`src/flb_map.vh`:
```
`ifndef FLB_MAP_VH
`define FLB_MAP_VH

// ----------------------------------------
// Clock and timing
// ----------------------------------------
`define FLB_CLK_KHZ     25000
`define FLB_CW          28
`define FLB_T_DEB_MS    20
`define FLB_T_SHORT_MS  1000
`define FLB_T_LMIN_MS   3000
`define FLB_T_LMAX_MS   5000
`define FLB_T_REM_MS    100
`define FLB_T_PWRUP_MS  500
`define FLB_T_1HZ_MS    500
`define FLB_T_4HZ_MS    125
// Cycles from milliseconds, exact at 25 MHz
`define FLB_N(ms)       ((ms) * `FLB_CLK_KHZ)

// ----------------------------------------
// Current limit codes and flash counts
// ----------------------------------------
`define FLB_LIM_4A0     2'h0
`define FLB_LIM_3A5     2'h1
`define FLB_LIM_3A0     2'h2
`define FLB_LIM_2A5     2'h3
`define FLB_LIM_RST     `FLB_LIM_4A0
`define FLB_FLASH_MAX   3'h4

// ----------------------------------------
// Input bit positions in the sync vector
// ----------------------------------------
`define FLB_IN_BTN      0
`define FLB_IN_REM      1
`define FLB_IN_LOW      2
`define FLB_IN_GF1      3
`define FLB_IN_GF2      4
`define FLB_IN_OV1      5
`define FLB_IN_OV2      6

`endif

```
`src/flb_ctrl.v`:
```
`include "flb_map.vh"
`default_nettype none

// What this block does
// - Short press, no fault: enter display
// - Display flashes channel one green 1-4
// - Four flashes 4.0A down to one 2.5A
// - Dual: then channel two, then exit
// - Long press simulates fault, yellow, relay
// - Short press or remote pulse clears log
// - Live ground fault blocks log clear
// - Second long press simulates channel two
// - Remote high 100 ms means reset
// - Remote low 100 ms re-arms reset
// - Power LED steady; 1 Hz when low
// - Power LED 4 Hz in setting mode if not low
// - No fault off/open; fault yellow/closed
// - Fault gone, logged: yellow 1 Hz, closed
// - Overload alone: red, relay open
// - Overload plus logged fault: red/yellow
// - Separate relay per channel
// - Relay closes at fault detection
// - Relay opens after fault gone and cleared
// - Short press clears both channels
// - Short press clears or displays
// - Long press from power-up sets limits
// - Short press steps limit cyclically
// - Long press stores, next channel, exit
module flb_ctrl #(
    parameter        DUAL    = 1,
    parameter [27:0] N_SHORT = `FLB_N(`FLB_T_SHORT_MS),
    parameter [27:0] N_LMIN  = `FLB_N(`FLB_T_LMIN_MS),
    parameter [27:0] N_LMAX  = `FLB_N(`FLB_T_LMAX_MS),
    parameter [27:0] N_REM   = `FLB_N(`FLB_T_REM_MS),
    parameter [27:0] N_1HZ   = `FLB_N(`FLB_T_1HZ_MS),
    // Derived, same ratios as the timing macros
    parameter [27:0] N_DEB   = N_REM / 28'h5,
    parameter [27:0] N_PWRUP = N_1HZ,
    parameter [27:0] N_4HZ   = N_1HZ / 28'h4
) (
    input  wire       sys_clk,                    // System clock
    input  wire       nrst,                       // Sync reset, low
    input  wire       button_pin,                 // Push-button, high pressed
    input  wire       remote_reset_pos,           // Remote reset level
    input  wire       supply_low_pin,             // Supply too low
    input  wire       gnd_fault_one_pin,          // Ground fault, ch one
    input  wire       gnd_fault_two_pin,          // Ground fault, ch two
    input  wire       overload_one_pin,           // Overload, ch one
    input  wire       overload_two_pin,           // Overload, ch two
    output wire       power_indicator,            // Power LED green
    output wire [2:0] channel_one_status_led,     // {green,red,yellow}
    output wire [2:0] channel_two_status_led,     // {green,red,yellow}
    output wire       relay_out_channel_one,      // Relay closed
    output wire       relay_out_channel_two,      // Relay closed
    output wire       network_channel_one,        // Output enable
    output wire       network_channel_two,        // Output enable
    output wire [1:0] limit_one,                  // Limit code ch one
    output wire [1:0] limit_two,                  // Limit code ch two
    output wire       setting_mode                // Setting mode active
);

    localparam [1:0] ST_NORM = 2'h0;
    localparam [1:0] ST_DISP = 2'h1;
    localparam [1:0] ST_SET  = 2'h2;

    // ----------------------------------------
    // Helper functions
    // ----------------------------------------

    // Flash count for a limit code
    function [2:0] flb_flashes;
        input [1:0] code;
        begin
            flb_flashes = `FLB_FLASH_MAX - {1'h0, code};
        end
    endfunction

    // Status colour in normal operation {g,r,y}
    function [2:0] flb_stat;
        input gf;
        input ov;
        input logd;
        input ph;
        begin
            if (gf)
                flb_stat = 3'h1;
            else if (ov && logd)
                flb_stat = ph ? 3'h2 : 3'h1;
            else if (ov)
                flb_stat = 3'h2;
            else if (logd)
                flb_stat = {2'h0, ph};
            else
                flb_stat = 3'h0;
        end
    endfunction

    // ----------------------------------------
    // Input synchronisers
    // ----------------------------------------
    wire [6:0] raw = {overload_two_pin, overload_one_pin, gnd_fault_two_pin,
                      gnd_fault_one_pin, supply_low_pin, remote_reset_pos,
                      button_pin};
    reg  [6:0] s1_q;
    reg  [6:0] s2_q;

    // Two flops per pin
    always @(posedge sys_clk) begin
        if (!nrst) begin
            s1_q <= 7'h00;
            s2_q <= 7'h00;
        end else begin
            s1_q <= raw;
            s2_q <= s1_q;
        end
    end

    wire       btn_s = s2_q[`FLB_IN_BTN];
    wire       rem_s = s2_q[`FLB_IN_REM];
    wire       low_s = s2_q[`FLB_IN_LOW];
    wire [1:0] gf    = {s2_q[`FLB_IN_GF2] & (DUAL != 0), s2_q[`FLB_IN_GF1]};
    wire [1:0] ov    = {s2_q[`FLB_IN_OV2] & (DUAL != 0), s2_q[`FLB_IN_OV1]};

    // ----------------------------------------
    // Button debounce and press timing
    // ----------------------------------------
    reg  [27:0] deb_q;
    reg         btn_q;
    reg  [27:0] prs_q;
    reg  [27:0] pu_q;
    reg         pwr_q;
    reg         short_q;
    reg         long_q;
    reg         plong_q;
    wire        rel = btn_q && (btn_s == 1'h0) && (deb_q >= N_DEB - 28'h1);

    // Debounce, duration count, release classification
    always @(posedge sys_clk) begin
        if (!nrst) begin
            deb_q   <= 28'h0;
            btn_q   <= 1'h0;
            prs_q   <= 28'h0;
            pu_q    <= 28'h0;
            pwr_q   <= 1'h1;
            short_q <= 1'h0;
            long_q  <= 1'h0;
            plong_q <= 1'h0;
        end else begin
            short_q <= 1'h0;
            long_q  <= 1'h0;
            plong_q <= 1'h0;
            if (btn_s != btn_q) begin
                if (deb_q >= N_DEB - 28'h1) begin
                    btn_q <= btn_s;
                    deb_q <= 28'h0;
                end else begin
                    deb_q <= deb_q + 28'h1;
                end
            end else begin
                deb_q <= 28'h0;
            end
            if (btn_q && prs_q <= N_LMAX)
                prs_q <= prs_q + 28'h1;
            else if (!btn_q)
                prs_q <= 28'h0;
            // Power-up window closes if button is not held
            if (pwr_q && pu_q < N_PWRUP)
                pu_q <= pu_q + 28'h1;
            else if (pwr_q && !btn_q)
                pwr_q <= 1'h0;
            if (rel) begin
                pwr_q <= 1'h0;
                if (prs_q < N_SHORT)
                    short_q <= 1'h1;
                else if (prs_q >= N_LMIN && prs_q <= N_LMAX) begin
                    long_q  <= ~pwr_q;
                    plong_q <= pwr_q;
                end
            end
        end
    end

    // ----------------------------------------
    // Remote reset filter
    // ----------------------------------------
    reg  [27:0] hi_q;
    reg  [27:0] lo_q;
    reg         arm_q;
    reg         rclr_q;

    // High pulse length and low re-arm time
    always @(posedge sys_clk) begin
        if (!nrst) begin
            hi_q   <= 28'h0;
            lo_q   <= 28'h0;
            arm_q  <= 1'h0;
            rclr_q <= 1'h0;
        end else begin
            rclr_q <= 1'h0;
            if (rem_s) begin
                lo_q <= 28'h0;
                if (hi_q < N_REM)
                    hi_q <= hi_q + 28'h1;
                if (hi_q == N_REM - 28'h1 && arm_q) begin
                    rclr_q <= 1'h1;
                    arm_q  <= 1'h0;
                end
            end else begin
                hi_q <= 28'h0;
                if (lo_q < N_REM)
                    lo_q <= lo_q + 28'h1;
                if (lo_q == N_REM - 28'h1)
                    arm_q <= 1'h1;
            end
        end
    end

    // ----------------------------------------
    // Blink phase generators
    // ----------------------------------------
    reg  [27:0] c1_q;
    reg         ph1_q;
    reg  [27:0] c4_q;
    reg         ph4_q;
    reg         restart;
    wire        c4_end = (c4_q == N_4HZ - 28'h1);
    wire        slot_tick = c4_end && ph4_q;

    // 1 Hz and 4 Hz square waves
    always @(posedge sys_clk) begin
        if (!nrst) begin
            c1_q  <= 28'h0;
            ph1_q <= 1'h1;
            c4_q  <= 28'h0;
            ph4_q <= 1'h1;
        end else begin
            if (c1_q == N_1HZ - 28'h1) begin
                c1_q  <= 28'h0;
                ph1_q <= ~ph1_q;
            end else begin
                c1_q <= c1_q + 28'h1;
            end
            if (restart) begin
                c4_q  <= 28'h0;
                ph4_q <= 1'h1;
            end else if (c4_end) begin
                c4_q  <= 28'h0;
                ph4_q <= ~ph4_q;
            end else begin
                c4_q <= c4_q + 28'h1;
            end
        end
    end

    // ----------------------------------------
    // Mode control, limits and fault logs
    // ----------------------------------------
    reg  [1:0] st_q;
    reg        set_q;
    reg        sel_q;
    reg  [2:0] slot_q;
    reg  [1:0] edit_q;
    reg  [1:0] lim1_q;
    reg  [1:0] lim2_q;
    reg  [1:0] log_q;
    reg        simch_q;
    reg  [1:0] sim;
    reg        clr;
    wire       signalled = (|log_q) || (|gf);
    wire [1:0] cur_lim = sel_q ? lim2_q : lim1_q;
    wire [2:0] nfl = flb_flashes((st_q == ST_SET) ? edit_q : cur_lim);

    // Clear and simulate requests
    always @* begin
        restart = 1'h0;
        sim     = 2'h0;
        clr     = rclr_q;
        if (st_q == ST_NORM) begin
            if (short_q && signalled)
                clr = 1'h1;
            if (short_q && !signalled)
                restart = 1'h1;
            if (long_q)
                sim[simch_q] = 1'h1;
        end
        if (plong_q || (st_q == ST_SET && (short_q || long_q)))
            restart = 1'h1;
    end

    // Mode state machine and limit storage
    always @(posedge sys_clk) begin
        if (!nrst) begin
            st_q    <= ST_NORM;
            set_q   <= 1'h0;
            sel_q   <= 1'h0;
            slot_q  <= 3'h0;
            edit_q  <= `FLB_LIM_RST;
            lim1_q  <= `FLB_LIM_RST;
            lim2_q  <= `FLB_LIM_RST;
            simch_q <= 1'h0;
        end else begin
            case (st_q)
                ST_NORM: begin
                    if (plong_q) begin
                        st_q   <= ST_SET;
                        set_q  <= 1'h1;
                        sel_q  <= 1'h0;
                        slot_q <= 3'h0;
                        edit_q <= lim1_q;
                    end else if (short_q && !signalled) begin
                        st_q   <= ST_DISP;
                        sel_q  <= 1'h0;
                        slot_q <= 3'h0;
                    end else if (long_q && DUAL != 0) begin
                        simch_q <= ~simch_q;
                    end
                end
                ST_DISP: begin
                    if (slot_tick) begin
                        if (slot_q == nfl) begin
                            slot_q <= 3'h0;
                            if (!sel_q && DUAL != 0)
                                sel_q <= 1'h1;
                            else begin
                                sel_q <= 1'h0;
                                st_q  <= ST_NORM;
                            end
                        end else begin
                            slot_q <= slot_q + 3'h1;
                        end
                    end
                end
                ST_SET: begin
                    if (short_q) begin
                        edit_q <= edit_q + 2'h1;
                        slot_q <= 3'h0;
                    end else if (long_q) begin
                        slot_q <= 3'h0;
                        if (sel_q)
                            lim2_q <= edit_q;
                        else
                            lim1_q <= edit_q;
                        if (!sel_q && DUAL != 0) begin
                            sel_q  <= 1'h1;
                            edit_q <= lim2_q;
                        end else begin
                            sel_q <= 1'h0;
                            st_q  <= ST_NORM;
                            set_q <= 1'h0;
                        end
                    end else if (slot_tick) begin
                        if (slot_q == nfl + 3'h1)
                            slot_q <= 3'h0;
                        else
                            slot_q <= slot_q + 3'h1;
                    end
                end
                default: begin
                    st_q  <= ST_NORM;
                    set_q <= 1'h0;
                end
            endcase
        end
    end

    // Fault logs: detection or simulation beats a clear
    always @(posedge sys_clk) begin
        if (!nrst) begin
            log_q <= 2'h0;
        end else begin
            log_q <= gf | sim | (log_q & ~({2{clr}} & ~gf));
        end
    end

    // ----------------------------------------
    // Indicator and output registers
    // ----------------------------------------
    reg        pwr_led_q;
    reg  [2:0] led1_q;
    reg  [2:0] led2_q;
    reg  [1:0] net_q;
    reg  [2:0] fl;

    // Flash pattern of the selected channel
    always @* begin
        fl = 3'h0;
        if (ph4_q && slot_q < nfl)
            fl = 3'h4;
        else if (ph4_q && st_q == ST_SET && slot_q == nfl)
            fl = 3'h2;
    end

    // LED colours and network enables
    always @(posedge sys_clk) begin
        if (!nrst) begin
            pwr_led_q <= 1'h0;
            led1_q    <= 3'h0;
            led2_q    <= 3'h0;
            net_q     <= 2'h0;
        end else begin
            if (low_s)
                pwr_led_q <= ph1_q;
            else if (st_q == ST_SET)
                pwr_led_q <= ph4_q;
            else
                pwr_led_q <= 1'h1;
            net_q <= low_s ? 2'h0 : {DUAL != 0, 1'h1};
            if (st_q != ST_NORM) begin
                led1_q <= sel_q ? 3'h0 : fl;
                led2_q <= sel_q ? fl : 3'h0;
            end else begin
                led1_q <= flb_stat(gf[0], ov[0], log_q[0], ph1_q);
                led2_q <= flb_stat(gf[1], ov[1], log_q[1], ph1_q);
            end
        end
    end

    assign power_indicator        = pwr_led_q;
    assign channel_one_status_led = led1_q;
    assign channel_two_status_led = led2_q;
    assign relay_out_channel_one  = log_q[0];
    assign relay_out_channel_two  = log_q[1];
    assign network_channel_one    = net_q[0];
    assign network_channel_two    = net_q[1];
    assign limit_one              = lim1_q;
    assign limit_two              = lim2_q;
    assign setting_mode           = set_q;

endmodule // flb_ctrl

`default_nettype wire

```
`config.mk`:
```
export PLATFORM = sky130hd
export DESIGN_NAME = flb_ctrl
export DESIGN_NICKNAME = d
export VERILOG_FILES = /design/src/flb_ctrl.v
export VERILOG_INCLUDE_DIRS = /design/src
export SDC_FILE = /design/constraint.sdc
export NUM_CORES = 1
export LEC_CHECK = 0
export ABC_AREA = 1
export BUFFER_PORTS_ARGS = -buffer_cell sky130_fd_sc_hd__buf_2
export CELL_PAD_IN_SITES_DETAIL_PLACEMENT = 2
export CELL_PAD_IN_SITES_GLOBAL_PLACEMENT = 2
export CORE_MARGIN = 4
export CORE_UTILIZATION = 32
export DETAILED_ROUTE_END_ITERATION = 10
export GPL_ROUTABILITY_DRIVEN = 0
export PLACE_DENSITY_LB_ADDON = 0.1
export SETUP_SLACK_MARGIN = 0.05
export SYNTH_ARGS = -nofsm -noshare
export SYNTH_HDL_FRONTEND = slang
export SYNTH_SLANG_ARGS = --single-unit
```
`constraint.sdc`:
```
create_clock -name sys_clk -period 2.4 [get_ports sys_clk]
set_input_delay 0.36 -clock sys_clk [delete_from_list [all_inputs] [get_ports sys_clk]]
set_output_delay 0.36 -clock sys_clk [all_outputs]
set_load 0.01 [all_outputs]
```
==> run_results.csv, run 1 <==
group,metric,value,unit
pwr,comb_power_share,14.3,%
worst_setup_path,worst_path_max_delay_cell,"dfxtp_2",
clocking,path_clk_slew,0.06,ns
drt,drc,0,
drt,wl_per_cell,16.18,um
drt,wl_met2,20290,um
logic_synthesis,synth_edf_count,0,
die,coreArea,0.03982,mm^2
grt,antenna_found_initial,0,
clocking,cts_tree,"done",
worst_setup_path,worstSetupPathType,"reg2reg",
drt,vias,12620,
drt,highest_layer,"met4",
grt,grt_first_pass_wirelength,69550,um
placed_design,io_buffer_count,24,
grt,grt_overflow,0,
final_layout,multi_input_area,0.007063,mm^2
logic_synthesis,yosysSeqAreaShare,37.63,%
timing,hold_viol,0,
clocking,cts.sinks,243,
logic_synthesis,synth_cells,1950,
logic_synthesis,ys.flop_type,"dfxtp_1",
pwr,p_clk_share,45.1,%
clocking,numCtsBuffers,31,
pwr,power_leakage,0.005532,uW
pwr,p_sw,3002,uW
drt,wl_met3,747,um
die,num_rows,73,
drt,wl_met1,19330,um
final_layout,num_antenna_cells,0,
timing,worst_pin_slew,0.7531,ns
final_layout,drive_gt1_share,8.511,%
timing,max_freq,458.9,MHz
worst_setup_path,crit_family,"simple AND/OR/NAND/NOR gates",
die,die_area,0.04367,mm^2
drt,ant_nets,0,
drt,first_pass_iters,4,
timing,setup_viol,0,
clocking,clk_path_buf_depth,3,
timing,period_minus_slack,2.179,ns
final_layout,nets,2025,
pwr,swShare,28.21,%
clocking,clk_latency,0.58,ns
logic_synthesis,syn_area,0.01293,mm^2
worst_setup_path,crit_path_cell_trace,"inv_2 > ha_4 > inv_4 > nand2_1 > nand2_2 > inv_2 > ha_4 > inv_2 > ha_4 > nand3_2 > nand2_2 > nand2_2 > nor2_1 > nand2_1 > nand2_1 > nand2_1 > nor2_1",
final_layout,final_area,0.01494,mm^2
final_layout,nFillCells,4904,
placed_design,dp.cells,2479,
logic_synthesis,synth-seq-cells,243,
die,start_util,32.46,%
worst_setup_path,worst-path-max-fanout,5,
placed_design,dp_hpwl,30240,um
timing,max_slew_margin,49.74,%
drt,drtIter0Drc,402,
worst_setup_path,worst_path_largest_cell_delay,0.33,ns
clocking,ctsRootBufferMaster,"clkbuf_16",
drt,via_per_inst,4.956,
worst_setup_path,crit_required,2.90,ns
timing,maxSlewViolCount,0,
worst_setup_path,end_kind,"flip-flop",
grt,grt.total_usage,18.68,%
drt,wl,41200,um
logic_synthesis,synthDistinctLibCells,46,
pwr,internal_power,7638,uW
logic_synthesis,async_flop_share,0,%
grt,grt_pass1_vias,13780,
final_layout,final_cells,2546,
placed_design,place_area,0.01371,mm^2
pwr,ir_worst_vdd,0.5412,mV
pwr,p_seq_share,40.6,%
logic_synthesis,yosysWarnings,0,
grt,grt_start_max_net_pins,44,
worst_setup_path,crit_top_cell,"nand2_1",
worst_setup_path,critPathBufInv,4,
hold_path,hp-class,"in2reg",
timing,min_period_over_period,90.80,%
die,ioPinCount,25,
die,die_y,209.0,um
timing,rsz0062_at_grt,"false",
logic_synthesis,synth_top_area_cell,"dfxtp_1",
logic_synthesis,syn_avg_cell_area,6.629,um^2
die,chipWidth,209.0,um
clocking,htree_num_levels,1,
pwr,power_density,712.3,mW/mm^2
final_layout,synthToLayoutAreaGrowth,15.55,%
run_status,status,"finished, final reports clean",
final_layout,regArea,0.004868,mm^2
logic_synthesis,synth_top_area_share,37.63,%
run,maxCapViolCount,0,
worst_setup_path,crit_arrival,2.68,ns
timing,fin_skew,0.01134,ns
logic_synthesis,synth_area_leaders,"dfxtp_1 (38%), nand2_1 (16%), nor2_1 (7.9%), inv_1 (6.5%), a21oi_1 (5.2%)",
worst_setup_path,startpoint_type,"flip-flop",
## layout make-up
| cell class | instances | share of cell area [%] |
|---|---|---|
| Multi-Input combinational cell | 1434 | 47.29 |
| Sequential cell | 243 | 32.59 |
| Clock buffer | 42 | 5.939 |
| Inverter | 229 | 5.771 |
| Tap cell | 525 | 4.398 |
| Timing Repair Buffer | 58 | 2.848 |
| Clock inverter | 15 | 1.164 |
## cell families after synthesis
kind of cell / share of synthesized area (%)
and+or+nand+nor: 37.22
buffers and inverters: 8.644
DFF: 37.63
AOI/OAI and AO/OA: 8.266
xor gates and xnor gates: 6.369
adders and majority gates: 1.839
other: 0.02901
## state kept, by name, summed over array words and instances, names as in the netlist, 2 cells and up
register                cells
channel_one_status_led      3
st_q                        2
limit_two                   2
s2_q                        7
edit_q                      2
prs_q                      28
s1_q                        7
deb_q                      28
slot_q                      3
pu_q                       28
limit_one                   2
log_q                       2
channel_two_status_led      3
c1_q                       28
lo_q                       28
hi_q                       28
c4_q                       28
## per-stage QoR
stage	setup WS, ns	hold slack (ns)	total power, uW	TNS, ns	util [%]
after floorplan	0.05504	0.3905	5279	0	-
after global placement	0.09080	0.3967	5655	0	34.42
after detailed placement	-0.02570	0.4116	5722	-0.04626	34.42
after CTS	0.06593	0.01757	10730	0	37.34
after global routing	0.01609	0.05009	11230	0	37.51
final	0.2207	0.05183	10640	0	37.51
## synthesized netlist by cell type (2+ instances only)
cell      instances
xor2_1           70
nand3b_1         19
buf_1             2
nand4_1          61
inv_1           225
a211oi_1          2
buf_2            21
nand2_1         541
nand2_2           6
nor2_1          271
nor3b_1           9
nand3_2           4
a21oi_1         134
nor3_1           71
nor3_2            6
o31ai_1           3
xnor2_1          24
clkbuf_2          2
o32ai_1           2
clkinv_1          2
ha_1             19
or2_2             9
buf_8             2
o21ai_0          37
nor2_2            5
nand3_1          97
clkbuf_1         23
nor4_1           10
a21oi_2          10
dfxtp_1         243
inv_2             2
a31oi_1           4
## final timing paths
path,start,to,slack (ns),cells past startpoint
max,st_q[0],sel_q,0.22,17
max reg2reg,st_q[0],sel_q,0.22,17
min reg2reg,pu_q[27],pu_q[27],0.43,2
min,gnd_fault_two_pin,s1_q[4],0.05,3
## power by group through the flow
stage	Clock, uW	Combinational [uW]	Sequential (uW)
after floorplan	0	934	4350
after global placement	0	1280	4380
after detailed placement	0	1340	4380
after CTS	4990	1430	4300
after global routing	5150	1750	4330
final	4800	1530	4320
## what timing repair did
| action | in CTS | in global routing |
|---|---|---|
| gates resized for setup | 7 | 16 |
| hold buffers | 5 | 0 |
| buffers inserted | 3 | 2 |
| pin swaps | 2 | 6 |
| setup endpoints to repair | 2 | 7 |
| hold endpoints to repair | 5 | 0 |
## cell usage in the layout, fill, tap and decap left out, drive strengths merged, types with 19 or more instances in the layout
master  instances
nand2         547
nor2          277
dfxtp         243
inv           228
a21oi         144
nand3         101
nor3           77
xor2           70
nand4          61
buf            53
clkbuf         42
o21ai          38
xnor2          24
nand3b         19
ha             19
## metal layers
metal  up-vias  global-route usage [%]
li1       6313                       -
met1      6187                   23.97
met2        70                   33.90
met3        49                   2.192
met4         0                   3.735
met5         -                       0
## worst register-to-register path: stages, from the launching register on
cell     delay, ns
dfxtp_2       0.33
inv_2         0.06
ha_4          0.18
inv_4         0.07
nand2_1       0.08
nand2_2       0.08
inv_2         0.05
ha_4          0.27
inv_2         0.05
ha_4          0.27
nand3_2       0.07
nand2_2       0.08
nand2_2       0.07
nor2_1        0.13
nand2_1       0.09
nand2_1       0.10
nand2_1       0.05
nor2_1        0.09
(Power assumes the default switching activity.)
==> inputs of run 2 (changes only) <==
- ABC_CLOCK_PERIOD_IN_PS: not set -> 2460
- CORE_UTILIZATION: 32 -> 36
- clock period: 2.4 -> 2.46 ns (I/O delays scaled with it)
==> run 2 against run 1 <==
Against the previous run:
- clock power shrank 6.2%
- worst hold slack gained 0.088 ns
- largest cell class unchanged
- critical path depth is the same
- global-route usage grew 2.7 points
- final cell count shrank 2.1%
- utilization grew 4.4 points
- sequential share of layout area grew 0.14 points
==> run_results.csv, run 2 (same netlist as run 1, synthesis figures left out) <==
group,metric,value,unit
run_status,status,"finished, final reports clean",
drt,ant_nets,0,
drt,via_per_inst,5.125,
grt,grt_start_max_net_pins,30,
placed_design,dp_hpwl,30700,um
run,maxCapViolCount,0,
grt,grt_first_pass_wirelength,70280,um
die,num_rows,69,
timing,max_freq,440.2,MHz
worst_setup_path,end_kind,"flip-flop",
worst_setup_path,crit_required,2.96,ns
timing,hold_viol,0,
timing,maxSlewViolCount,0,
final_layout,regArea,0.004871,mm^2
drt,wl,42090,um
clocking,clk_path_buf_depth,3,
worst_setup_path,worst-path-max-fanout,5,
die,start_util,36.43,%
final_layout,final_cells,2492,
die,die_y,197.5,um
grt,grt_overflow,0,
clocking,numCtsBuffers,31,
drt,drc,0,
clocking,cts.sinks,243,
drt,first_pass_iters,4,
pwr,ir_worst_vdd,0.5808,mV
grt,grt.total_usage,21.42,%
worst_setup_path,worstSetupPathType,"reg2reg",
final_layout,drive_gt1_share,8.818,%
timing,max_slew_margin,45.80,%
final_layout,nFillCells,4329,
clocking,path_clk_slew,0.06,ns
final_layout,synthToLayoutAreaGrowth,15.11,%
die,chipWidth,197.5,um
timing,fin_skew,0.01594,ns
clocking,ctsRootBufferMaster,"clkbuf_16",
die,coreArea,0.03548,mm^2
timing,period_minus_slack,2.272,ns
worst_setup_path,crit_arrival,2.77,ns
clocking,htree_num_levels,1,
grt,grtUsageMet1,27.61,%
grt,antenna_found_initial,1,
die,ioPinCount,25,
grt,grt_pass1_vias,13970,
pwr,power_leakage,0.005568,uW
pwr,power_density,690.0,mW/mm^2
final_layout,nets,2035,
drt,drtIter0Drc,419,
final_layout,multi_input_area,0.007074,mm^2
timing,setup_viol,0,
drt,vias,12770,
final_layout,final_common_cell,"nand2_1",
final_layout,final_cell_mix,"nand2_1 (535), nor2_1 (269), dfxtp_1 (240)",
die,die_area,0.03900,mm^2
clocking,cts_tree,"done",
hold_path,hp-class,"in2reg",
drt,wl_per_cell,16.89,um
timing,worst_pin_slew,0.8120,ns
timing,fin_setup_tns,0,ns
timing,rsz0062_at_grt,"false",
grt,grt_use_met2,38.08,%
timing,min_period_over_period,92.35,%
grt,met3_usage,2.882,%
worst_setup_path,startpoint_type,"flip-flop",
grt,grt_busiest_layer,"met2",
placed_design,io_buffer_count,24,
clocking,clk_latency,0.57,ns
placed_design,dp.cells,2425,
## run 2: cell types whose count changed in the layout (fill, tap and decap cells not counted), sizes merged, moves of 2 or more
cell / previous run / this run
bufinv: 3 / 0
clkbuf: 42 / 49
buf: 53 / 61
dlygate4sd3: 5 / 7
clkinvlp: 5 / 1
## run 2: metrics by stage
stage	utilization, %	setup WS (ns)	cell area, um^2	hold WS, ns	total power (uW)
after floorplan	-	0.07837	12960	0.3905	5136
after global placement	38.48	0.06988	13650	0.4001	5502
after detailed placement	38.48	-0.05896	13650	0.4040	5592
after CTS	41.65	0.07781	14780	0.1215	10220
after global routing	41.93	0.04724	14880	0.1290	10830
final	41.93	0.1881	14880	0.1401	10270
## run 2: critical path: stages (launching register included)
cell	delay, ns
dfxtp_2	0.34
inv_2	0.06
ha_4	0.18
inv_4	0.08
nand2_2	0.07
nand2_2	0.09
inv_1	0.08
ha_4	0.27
inv_1	0.06
ha_4	0.27
nand3_2	0.07
nand2_2	0.10
nand2_4	0.07
nor2_4	0.15
nand2_2	0.10
nand2_1	0.09
nand2_1	0.05
nor2_1	0.07
## run 2: where the power goes
part	switching (uW)	total, uW	internal [uW]
sequential	171	4240	4070
clock	1790	4500	2710
combinational	968	1530	559
## run 2: final cells by class
class / count / share of cell area, %
timing repair buffer: 68 / 3.145
antenna: 1 / 0.01682
clock inverter: 7 / 0.2775
sequential: 243 / 32.74
clock buffer: 49 / 6.609
inverter: 229 / 5.794
tap: 461 / 3.877
multi-input combinational: 1434 / 47.54
## run 2: what timing repair did
action | in CTS | in global routing
hold buffers | 7 | 0
setup buffers | 1 | 2
endpoints found under the setup margin | 7 | 8
endpoints found under the hold margin | 7 | 0
pin swaps | 1 | 5
gates resized for setup | 10 | 17
## run 2: final timing paths
check	from	end	slack (ns)	cells past startpoint
hold reg to reg	s1_q[1]	s2_q[1]	0.43	2
setup reg to reg	st_q[0]	st_q[1]	0.19	17
setup / recovery	st_q[0]	st_q[1]	0.19	17
hold / removal	nrst	ph1_q	0.14	2
## run 2: metal layers
layer	part of all wire (%)	wire, um
met5	0	0
met4	2.3	957
met3	2.4	996
met2	49	20750
met1	46	19380
==> inputs of run 3 (changes only) <==
- BUFFER_PORTS_ARGS: -buffer_cell sky130_fd_sc_hd__buf_2 -> not set
- DONT_BUFFER_PORTS: not set -> 1
- GPL_TIMING_DRIVEN: not set -> 0
==> run 3 against run 2 <==
Against the previous run:
- critical path type unchanged
- sequential power is essentially flat
- clock power grew 3%
- largest cell class unchanged
- die area unchanged
- combinational power up 14%
- critical path depth unchanged
- total power increased by 3.2%
- critical endpoint is now st_q[0]
- sequential cell count did not move
- clock skew down 0.0069 ns
- worst hold slack better by 0.28 ns
- routed wire length increased by 7.4%
- via count about the same
- utilization grew 0.078 points
==> run_results.csv, run 3 (same netlist as run 1, synthesis figures left out) <==
group,metric,value,unit
run_status,status,"finished, final reports clean",
clocking,cts_tree,"done",
final_layout,synthToLayoutAreaGrowth,15.32,%
final_layout,final_cell_mix,"nand2_1 (533), nor2_1 (267), dfxtp_1 (238)",
worst_setup_path,r2r-end,"st_q[0]",
grt,grt_start_max_net_pins,15,
final_layout,nets,2038,
grt,grt.total_usage,22.87,%
timing,setup_viol,0,
worst_setup_path,worst_path_largest_cell_delay,0.34,ns
clocking,cts.sinks,243,
timing,rsz0062_at_grt,"true",
drt,ant_nets,0,
timing,min_period_over_period,98.14,%
drt,vias,12780,
die,die_area,0.03900,mm^2
clocking,htree_num_levels,1,
pwr,ir_worst_vdd,0.5251,mV
timing,max_freq,414.2,MHz
grt,grt_overflow,0,
run,maxCapViolCount,0,
worst_setup_path,crit_required,2.97,ns
die,num_rows,69,
drt,wl,45200,um
clocking,clk_path_buf_depth,3,
placed_design,io_buffer_count,0,
clocking,numCtsBuffers,30,
timing,hold_viol,0,
timing,maxSlewViolCount,0,
placed_design,pre_cts_ws,-0.5706,ns
worst_setup_path,worstReg2RegStart,"st_q[0]",
drt,first_pass_iters,5,
final_layout,final_common_cell,"nand2_1",
die,die_y,197.5,um
die,coreArea,0.03548,mm^2
placed_design,dp_hpwl,32570,um
timing,fin_setup_tns,0,ns
worst_setup_path,reg2reg_depth,17,
drt,drc,0,
clocking,clk_latency,0.58,ns
timing,fin_skew,0.009051,ns
pwr,power_density,710.7,mW/mm^2
worst_setup_path,r2r_slack,0.05,ns
worst_setup_path,critPathBufInv,4,
worst_setup_path,worstSetupPathType,"reg2reg",
clocking,path_clk_slew,0.06,ns
drt,drtIter0Drc,458,
clocking,ctsRootBufferMaster,"clkbuf_16",
hold_path,hp-class,"reg2reg",
drt,via_per_inst,5.121,
final_layout,nFillCells,4308,
die,chipWidth,197.5,um
drt,wl_per_cell,18.12,um
worst_setup_path,end_kind,"flip-flop",
worst_setup_path,crit_path_cell_trace,"inv_4 > ha_4 > buf_6 > nand2_2 > nand2_2 > inv_2 > ha_4 > inv_2 > ha_4 > nand3_4 > nand2_4 > nand2_4 > nor2_4 > nand2_2 > nand2_1 > nand2_1 > nor2_1",
pwr,power_leakage,0.005511,uW
die,start_util,36.43,%
final_layout,final_area,0.01491,mm^2
placed_design,place_area,0.01354,mm^2
timing,period_minus_slack,2.414,ns
worst_setup_path,startpoint_type,"flip-flop",
timing,worst_pin_slew,0.7869,ns
worst_setup_path,worst-path-max-fanout,6,
timing,max_slew_margin,47.54,%
die,ioPinCount,25,
worst_setup_path,path_depth,17,
worst_setup_path,crit_family,"simple AND/OR/NAND/NOR gates",
grt,grt_pass1_vias,14110,
final_layout,drive_gt1_share,8.214,%
grt,grt_first_pass_wirelength,74090,um
worst_setup_path,crit_end,"st_q[0]",
worst_setup_path,worst_path_max_delay_cell,"dfxtp_2",
timing,worst_slack,0.04582,ns
worst_setup_path,crit_arrival,2.92,ns
grt,antenna_found_initial,1,
worst_setup_path,crit_start,"st_q[0]",
[run 3: cell types whose count changed in the layout (fill, tap and decap cells not counted), moves of 3 or more]
cell and change:
buf_4 -24, clkbuf_1 +24, clkbuf_8 -6, buf_2 -3
buf_6 +3, bufinv_16 +3, dfxtp_2 +3
[run 3: timing repair]
| action | 4_1_cts | 5_1_grt |
|---|---|---|
| setup buffers | 7 | 7 |
| hold buffers | 7 | 0 |
| resized for setup | 25 | 24 |
| endpoints found under the hold margin | 7 | 0 |
| setup endpoints to repair | 10 | 50 |
| gates cloned | 0 | 0 |
| pin swaps | 5 | 11 |
[run 3: layout make-up]
cell class | instances | area (um^2) | share of cell area [%]
clock buffers | 45 | 898.4 | 6.027
plain buffers | 51 | 264.0 | 1.771
clock inverters | 10 | 125.1 | 0.8393
inverters | 229 | 864.6 | 5.800
multi-input cells | 1434 | 7122 | 47.78
repair buffers | 21 | 182.7 | 1.225
flip-flops and latches | 243 | 4871 | 32.68
diodes | 1 | 2.502 | 0.01679
well taps | 461 | 576.8 | 3.869
[run 3: worst min path at each step]
stage	slack, ns	depth (start not counted)	end	from
2_1_floorplan	0.39	2	s2_q[0]	s1_q[0]
3_3_place_gp	0.39	2	s2_q[2]	s1_q[2]
3_5_place_dp	0.41	2	s2_q[3]	s1_q[3]
4_1_cts	0.40	3	s1_q[4]	gnd_fault_two_pin
5_1_grt	0.45	2	s2_q[3]	s1_q[3]
6_report	0.42	2	s2_q[3]	s1_q[3]
[run 3: tightest hold or removal path: stages (launching register included)]
cell,delay (ns)
dfxtp_1,0.31
nand2_1,0.05
inv_1,0.04
[run 3: per-stage QoR]
step | utilization (%) | std cells | hold WS, ns | total power [uW]
floorplan | - | 1958 | 0.3905 | 5136
finish | 42.01 | 2495 | 0.4206 | 10590
global placement | 38.16 | 2419 | 0.3940 | 5452
CTS | 41.66 | 2488 | 0.3984 | 10470
global route | 42.01 | 2495 | 0.4480 | 11110
detailed placement | 38.16 | 2419 | 0.4099 | 5535
[run 3: power by group]
part | switching [uW] | internal [uW] | total [uW]
logic | 1110 | 643 | 1750
clock network | 1810 | 2810 | 4620
registers | 153 | 4070 | 4220
total | 3070 | 7520 | 10600
[run 3: per-layer routing]
metal	global-route usage (%)	vias up	wire length, um
met5	0	-	0
met4	4.591	0	644
met3	3.172	56	1346
met2	41.42	96	22660
met1	29.14	6289	20550
li1	-	6335	-
